## config.mk

```make
export PLATFORM = sky130hd
export DESIGN_NAME = raw_link_record_framer
export DESIGN_NICKNAME = d
export VERILOG_FILES = /design/src/inc/raw_link_framer_pkg.sv /design/src/design/sync_fifo.sv /design/src/design/raw_link_record_framer.sv
export VERILOG_INCLUDE_DIRS = /design/src /design/src/inc
export SDC_FILE = /design/constraint.sdc
export NUM_CORES = 1
export LEC_CHECK = 0
export ABC_AREA = 1
export BUFFER_PORTS_ARGS = -buffer_cell sky130_fd_sc_hd__buf_2
export CORE_MARGIN = 2
export CORE_UTILIZATION = 65
export DETAILED_ROUTE_END_ITERATION = 10
export PLACE_DENSITY_LB_ADDON = 0.2
export SKIP_CTS_REPAIR_TIMING = 1
export SYNTH_ARGS = -nofsm -noshare
export SYNTH_HDL_FRONTEND = slang
export SYNTH_HIERARCHICAL = 1
export SYNTH_SLANG_ARGS = --single-unit
```

## constraint.sdc

```tcl
create_clock -name clk -period 7.6 [get_ports clk]
set_clock_uncertainty 0.1 [all_clocks]
set_input_delay 1.14 -clock clk [delete_from_list [all_inputs] [get_ports clk]]
set_output_delay 1.14 -clock clk [all_outputs]
set_load 0.1 [all_outputs]
```

## src/inc/raw_link_framer_defs.svh

```systemverilog
// raw link record framer constants
// included by the framer package and the framer design file
`ifndef RAW_LINK_FRAMER_DEFS_SVH
`define RAW_LINK_FRAMER_DEFS_SVH
`define REC_HDR_BYTES      16'h0010
`define EXT_HDR_BYTES      16'h0008
`define REC_TYPE_RAW_LINK  7'h18
`define EXT_TYPE_RAW_LINK  7'h05
`define REC_HDR_WORDS      2'h2
`define FIFO_DEPTH_DEF     8
`endif

```

## src/inc/raw_link_framer_pkg.sv

```systemverilog
// types shared by the raw link record framer
// assumes the constants header is on the include path
`include "raw_link_framer_defs.svh"
package raw_link_framer_pkg;
    typedef enum logic [3:0] {
        ST_IDLE = 4'b0001,
        ST_HDR0 = 4'b0010,
        ST_HDR1 = 4'b0100,
        ST_EXT  = 4'b1000
    } fr_state_t;
endpackage : raw_link_framer_pkg

```

## src/design/sync_fifo.sv

```systemverilog
// synchronous fifo with registered read data
// single clock; source and sink use valid/ready
`timescale 1ns/1ps
`default_nettype none
module sync_fifo #(
    parameter int WIDTH = 64,
    parameter int DEPTH = 8
) (
    input  wire logic             clk,
    input  wire logic             rst_n,
    input  wire logic [WIDTH-1:0] in_data,
    input  wire logic             in_valid,
    output logic                  in_ready,
    output logic      [WIDTH-1:0] out_data,
    output logic                  out_valid,
    input  wire logic             out_ready
);
    localparam int AW = $clog2(DEPTH);
    typedef struct packed {
        logic [AW:0]      wp;
        logic [AW:0]      rp;
        logic             ov;
        logic [WIDTH-1:0] od;
    } fifo_st_t;
    fifo_st_t         s_r;
    fifo_st_t         s_nxt;
    logic [WIDTH-1:0] mem [DEPTH];
    logic [AW:0]      cnt;
    logic             wr;
    logic             rd;

    assign cnt       = s_r.wp - s_r.rp;
    assign in_ready  = (cnt != (AW+1)'(DEPTH));
    assign wr        = in_valid && in_ready;
    // output register refills when empty or consumed
    assign rd        = (cnt != '0) && (!s_r.ov || out_ready);
    assign out_data  = s_r.od;
    assign out_valid = s_r.ov;

    always_comb begin
        s_nxt = s_r;
        if (wr) begin
            s_nxt.wp = s_r.wp + 1'b1;
        end
        if (rd) begin
            s_nxt.rp = s_r.rp + 1'b1;
            s_nxt.od = mem[s_r.rp[AW-1:0]];
            s_nxt.ov = 1'b1;
        end else if (out_ready) begin
            s_nxt.ov = 1'b0;
        end
    end

    always_ff @(posedge clk) begin
        if (wr) begin
            mem[s_r.wp[AW-1:0]] <= in_data;
        end
    end

    always_ff @(posedge clk or negedge rst_n) begin
        if (!rst_n) begin
            s_r <= '0;
        end else begin
            s_r <= s_nxt;
        end
    end
endmodule : sync_fifo
`default_nettype wire

```

## src/design/raw_link_record_framer.sv

```systemverilog
// raw link capture record framer: header words, extension header, payload
// payload words arrive from a same-clock receive framer; output to capture buffer
// Overview of operation
// - type bit 7 set when extensions follow
// - record type low bits equal 24
// - payload equals length minus headers
// - each extension header is eight bytes
// - extension bit 63 flags another header
// - extension type field holds 0x05
// - bit 55 marks continued fragment
// - sequence number in bits 31:16, from zero
// - rate byte copied from link control
// - framing byte copied from link control
// - raw records always carry extension header
`timescale 1ns/1ps
`default_nettype none
`include "raw_link_framer_defs.svh"
module raw_link_record_framer
    import raw_link_framer_pkg::*;
#(
    parameter int FIFO_DEPTH = `FIFO_DEPTH_DEF
) (
    input  wire logic        clk,
    input  wire logic        rst_n,
    input  wire logic [7:0]  line_rate,
    input  wire logic [7:0]  framing_type,
    input  wire logic        rec_start,
    input  wire logic        rec_continued,
    input  wire logic [15:0] rec_payload_bytes,
    output logic             rec_start_ready,
    input  wire logic [63:0] pay_data,
    input  wire logic        pay_valid,
    input  wire logic        pay_last,
    output logic             pay_ready,
    output logic      [63:0] out_data,
    output logic             out_valid,
    output logic             out_last,
    input  wire logic        out_ready
);
    typedef struct packed {
        fr_state_t        st;
        logic      [15:0] seq;
        logic      [15:0] rlen;
        logic             frag;
        logic      [7:0]  rate;
        logic      [7:0]  ftype;
    } fr_st_t;

    fr_st_t      s_r;
    fr_st_t      s_nxt;
    logic [1:0]  rst_sync_r;
    logic        rst_int_n;
    logic [64:0] f_in;
    logic        f_valid;
    logic        f_ready;
    logic [64:0] f_out;

    function automatic logic [7:0] rec_type_byte(input logic ext_present);
        return {ext_present, `REC_TYPE_RAW_LINK};
    endfunction : rec_type_byte

    function automatic logic [63:0] ext_word(input logic more, input logic frag,
                                             input logic [15:0] seq,
                                             input logic [7:0] rate,
                                             input logic [7:0] ftype);
        // reserved 54:32 held at zero
        return {more, `EXT_TYPE_RAW_LINK, frag, 23'h000000, seq, rate, ftype};
    endfunction : ext_word

    // reset synchroniser kept apart: it runs on the raw reset, the state on the copy
    assign rst_int_n = rst_sync_r[1];

    always_comb begin
        s_nxt           = s_r;
        rec_start_ready = (s_r.st == ST_IDLE);
        pay_ready      = 1'b0;
        f_valid        = 1'b0;
        f_in           = '0;
        unique case (s_r.st)
            ST_IDLE: begin
                if (rec_start) begin
                    // length = header + one extension + payload
                    s_nxt.rlen  = rec_payload_bytes + `REC_HDR_BYTES + `EXT_HDR_BYTES;
                    s_nxt.frag  = rec_continued;
                    s_nxt.rate  = line_rate;
                    s_nxt.ftype = framing_type;
                    s_nxt.st    = ST_HDR0;
                end
            end
            ST_HDR0: begin
                // word 0: timestamp left zero; word 1 carries type and length
                f_valid = 1'b1;
                f_in    = {1'b0, 64'h0};
                if (f_ready) begin
                    s_nxt.st = ST_HDR1;
                end
            end
            ST_HDR1: begin
                f_valid = 1'b1;
                f_in    = {1'b0, rec_type_byte(1'b1), 24'h000000, s_r.rlen, 16'h0000};
                if (f_ready) begin
                    s_nxt.st = ST_EXT;
                end
            end
            ST_EXT: begin
                f_valid = 1'b1;
                f_in    = {1'b0, ext_word(1'b0, s_r.frag, s_r.seq, s_r.rate, s_r.ftype)};
                if (f_ready) begin
                    s_nxt.seq = s_r.seq + 16'h0001;
                    s_nxt.st  = ST_IDLE;
                end
            end
            default: begin
                s_nxt.st = ST_IDLE;
            end
        endcase
        // payload passes once headers are queued
        if (s_r.st == ST_IDLE && !rec_start) begin
            pay_ready = f_ready;
            f_valid   = pay_valid;
            f_in      = {pay_last, pay_data};
        end
    end

    always_ff @(posedge clk or negedge rst_n) begin
        if (!rst_n) begin
            rst_sync_r <= 2'h0;
        end else begin
            rst_sync_r <= {rst_sync_r[0], 1'b1};
        end
    end

    always_ff @(posedge clk or negedge rst_int_n) begin
        if (!rst_int_n) begin
            s_r.st    <= ST_IDLE;
            s_r.seq   <= 16'h0000;
            s_r.rlen  <= 16'h0000;
            s_r.frag  <= 1'b0;
            s_r.rate  <= 8'h00;
            s_r.ftype <= 8'h00;
        end else begin
            s_r.st    <= s_nxt.st;
            s_r.seq   <= s_nxt.seq;
            s_r.rlen  <= s_nxt.rlen;
            s_r.frag  <= s_nxt.frag;
            s_r.rate  <= s_nxt.rate;
            s_r.ftype <= s_nxt.ftype;
        end
    end

    sync_fifo #(
        .WIDTH (65),
        .DEPTH (FIFO_DEPTH)
    ) u_fifo (
        .clk       (clk),
        .rst_n     (rst_int_n),
        .in_data   (f_in),
        .in_valid  (f_valid),
        .in_ready  (f_ready),
        .out_data  (f_out),
        .out_valid (out_valid),
        .out_ready (out_ready)
    );

    assign out_data = f_out[63:0];
    assign out_last = f_out[64];
endmodule : raw_link_record_framer
`default_nettype wire

```

==> metrics <==
post-layout minimum cycle time 4.47 ns; sequential fraction of the synthesis area 63.5%; TritonCTS clock tree done; max_cap viols 0; share of layout cells above drive strength 1 9.98%; final core occ 72.2%; Syn Nets 3313; worst vdd ir 0.493 mV; die footprint 47400 um2; Post-Synthesis Cells 3203; Synth Flop Type edfxtp_1; vias in the first global route 20.6k; area of the mapped netlist 29700 um2; Iteration-0 DRC Markers 2225; GRT Total Usage 28.9%; Rows 78; wire length per cell 17.0 um; Worst path slowest cell dfrtp_4; required time of the critical path 6.36 ns; worst skew pair latency 0.59 ns; maximum clock rate 224 MHz; Max-slew headroom 9.50%; endpoints failing hold 0; CP Cell Sequence inv_4 -> ha_1 -> nand2_1 -> nand3_1 -> nand3_1 -> inv_1 -> nand2_1 -> inv_1 -> nor2_1 -> buf_2; total core area 45200 um2; H-tree depth 3; R2R cell count 10; slew at the pin closest to its max-slew limit 1.35 ns; Die Span Y 218 um; period utilization 58.8%; antenna-violating nets left 0; Post-synth EDFFs 520; CTS Buf Count 66; max incr delay on CP 0.77 ns; R2R setup slack 3.33 ns; share of total power in sequential cells 36.2%; number of synthesized register bits 649; critical-path maximum fanout 36; initial antenna violation count 0; largest net degree at the start of global routing 152; Layout Nets 3374; Clk pwr share 23.4%; Antenna diodes 0; Crit. End Element output pin; clock slew at reported path FFs 0.06 ns; die width 218 um; count of final max-slew check failures 0; TNS Setup 0 ns; async set-reset flop share out of synthesis 19.9%; Pleak 15.8 nW; HPWL Detailed 39200 um; Pwr Density 427 nW/um2; Worst Hold Class reg -> async; clock sink count 649; num ports 171; total number of vias 20.9k; Crit Path Class reg -> out; remaining global-route overflow 0; drc violations 0; Worst Setup Start Kind register; first-pass GRT wire length 106000 um; switching power 6.02 mW; Cell Count, Final, Fillers Out 3917; Post-Route WL 66800 um; warnings from Yosys 6; worst slack, placed 3.30 ns; clk root buf clkbuf_16; Initial Util 65.7%; Pint 7.89 mW; Clock Tree Buf Depth 3; first drt pass iteration count 6; Final setup viols 0; min setup slack post-route 3.13 ns; logic gate share of total power 40.3%; net switching fraction of the power 43.3%; status complete, no violations; syn_area_per_cell 9.27 um2; area grow syn2layout 9.89%; Port Buffers 170; DP Cell Count 3796; Vias/cell 5.33; Cell variety after synth 33; Arr. time, crit path 3.23 ns; unrepaired setup endpoints after global routing no; routability cong. 0.835
## synth_stat cells, types with 2 or more instances
| master | number | area [um2] |
|---|---|---|
| nor2_4 | 2 | 22.5 |
| edfxtp_1 | 520 | 15600 |
| buf_4 | 79 | 593 |
| ha_1 | 7 | 87.6 |
| nand3_1 | 363 | 1820 |
| dfrtp_1 | 128 | 3200 |
| buf_6 | 5 | 56.3 |
| nand2_1 | 1168 | 4380 |
| o221ai_1 | 6 | 52.6 |
| buf_1 | 6 | 22.5 |
| nor2_2 | 5 | 31.3 |
| o21ai_1 | 32 | 160 |
| clkbuf_1 | 36 | 135 |
| inv_1 | 623 | 2340 |
| nand4_1 | 9 | 56.3 |
| o211ai_1 | 10 | 75.1 |
| o21ai_0 | 27 | 135 |
| nor2_1 | 67 | 251 |
| xor2_1 | 11 | 96.3 |
| inv_2 | 5 | 18.8 |
| nand2_2 | 4 | 25.0 |
| buf_2 | 79 | 395 |
## power by group through the flow
stage	logic, mW	clock network [mW]	registers, mW
detailed placement	5.55	0	5.11
finish	5.61	3.26	5.04
floorplan	4.62	0	4.98
CTS	5.59	3.31	5.04
global placement	5.41	0	5.07
global route	6.12	3.44	5.10
## worst max-delay path, delay by kind of cell (launching register included)
kind                     cells  cell delay (ns)
buffers and inverters        4             0.76
AND/OR/NAND/NOR              5             0.78
flip-flops                   1             0.77
adder cells (fa/ha/maj)      1             0.32
## kinds of logic after synthesis
family                     count (synthesis)  synth area share [%]
xor gates and xnor gates                  12                 0.354
and+or+nand+nor                         1622                  22.3
buffers and inverters                    834                  12.0
AOI/OAI and AO/OA                         78                  1.51
adders and majority gates                  7                 0.295
DFF                                      649                  63.5
other                                      1                0.0126
## routing by layer
metal	vias up	track usage (%)	wire length [um]
met1	9892	38.1	27400
li1	10000	-	-
met4	0	11.0	2030
met2	851	49.1	32600
met5	-	0	0
met3	120	4.11	4760
## layout make-up
cell class	instances	area, um2
flip-flops and latches	649	18900
fillers	3182	12600
multi-input cells	1720	7350
inverters	629	2380
clock buffers	93	1930
repair buffers	198	1090
well taps	600	751
clock inverters	28	267
## metrics by stage
step | cell area, um2 | hold slack, ns | power, mW
floorplan | 29700 | 0.231 | 9.60
global placement | 30400 | 0.163 | 10.5
detailed placement | 30400 | 0.163 | 10.7
CTS | 32600 | 0.168 | 13.9
global route | 32600 | 0.191 | 14.7
finish | 32600 | 0.158 | 13.9
## path summary, 6_finish.rpt
| check | from | endpoint |
|---|---|---|
| worst min register to register | rst_sync_r[1] | s_r[31] |
| max in group asynchronous | rst_sync_r[1] | u_fifo/s_r[66] |
| min in group clk | rst_sync_r[0] | rst_sync_r[1] |
| worst min-delay path | rst_sync_r[1] | s_r[31] |
| worst max register to register | u_fifo/s_r[67] | u_fifo/mem[0][13] |
| worst max-delay path | u_fifo/s_r[67] | pay_ready |
## cell usage in the layout (no fill, tap or decap), types with 4 or more instances in the layout
cell       instances
buf_2            170
buf_4             26
bufinv_16          5
clkbuf_1          15
clkbuf_16         71
clkbuf_8           7
clkinv_1           9
clkinv_2          11
dfrtp_1          124
dfrtp_4            4
edfxtp_1         520
ha_1               7
inv_1            622
nand2_1         1167
nand3_1          363
nand4_1            9
nor2_1            59
nor2_2             5
nor2_4            10
o211ai_1          10
o21ai_0           27
o21ai_1           32
o221ai_1           6
xor2_1            11
## registers in the layout (all words and copies together) (netlist names)
signal	count
u_fifo/s_r	8
u_fifo/out_data	65
u_fifo/mem	520
u_fifo/out_valid	1
s_r	53
rst_sync_r	2
Note: power is estimated with default switching activity, not from simulation.
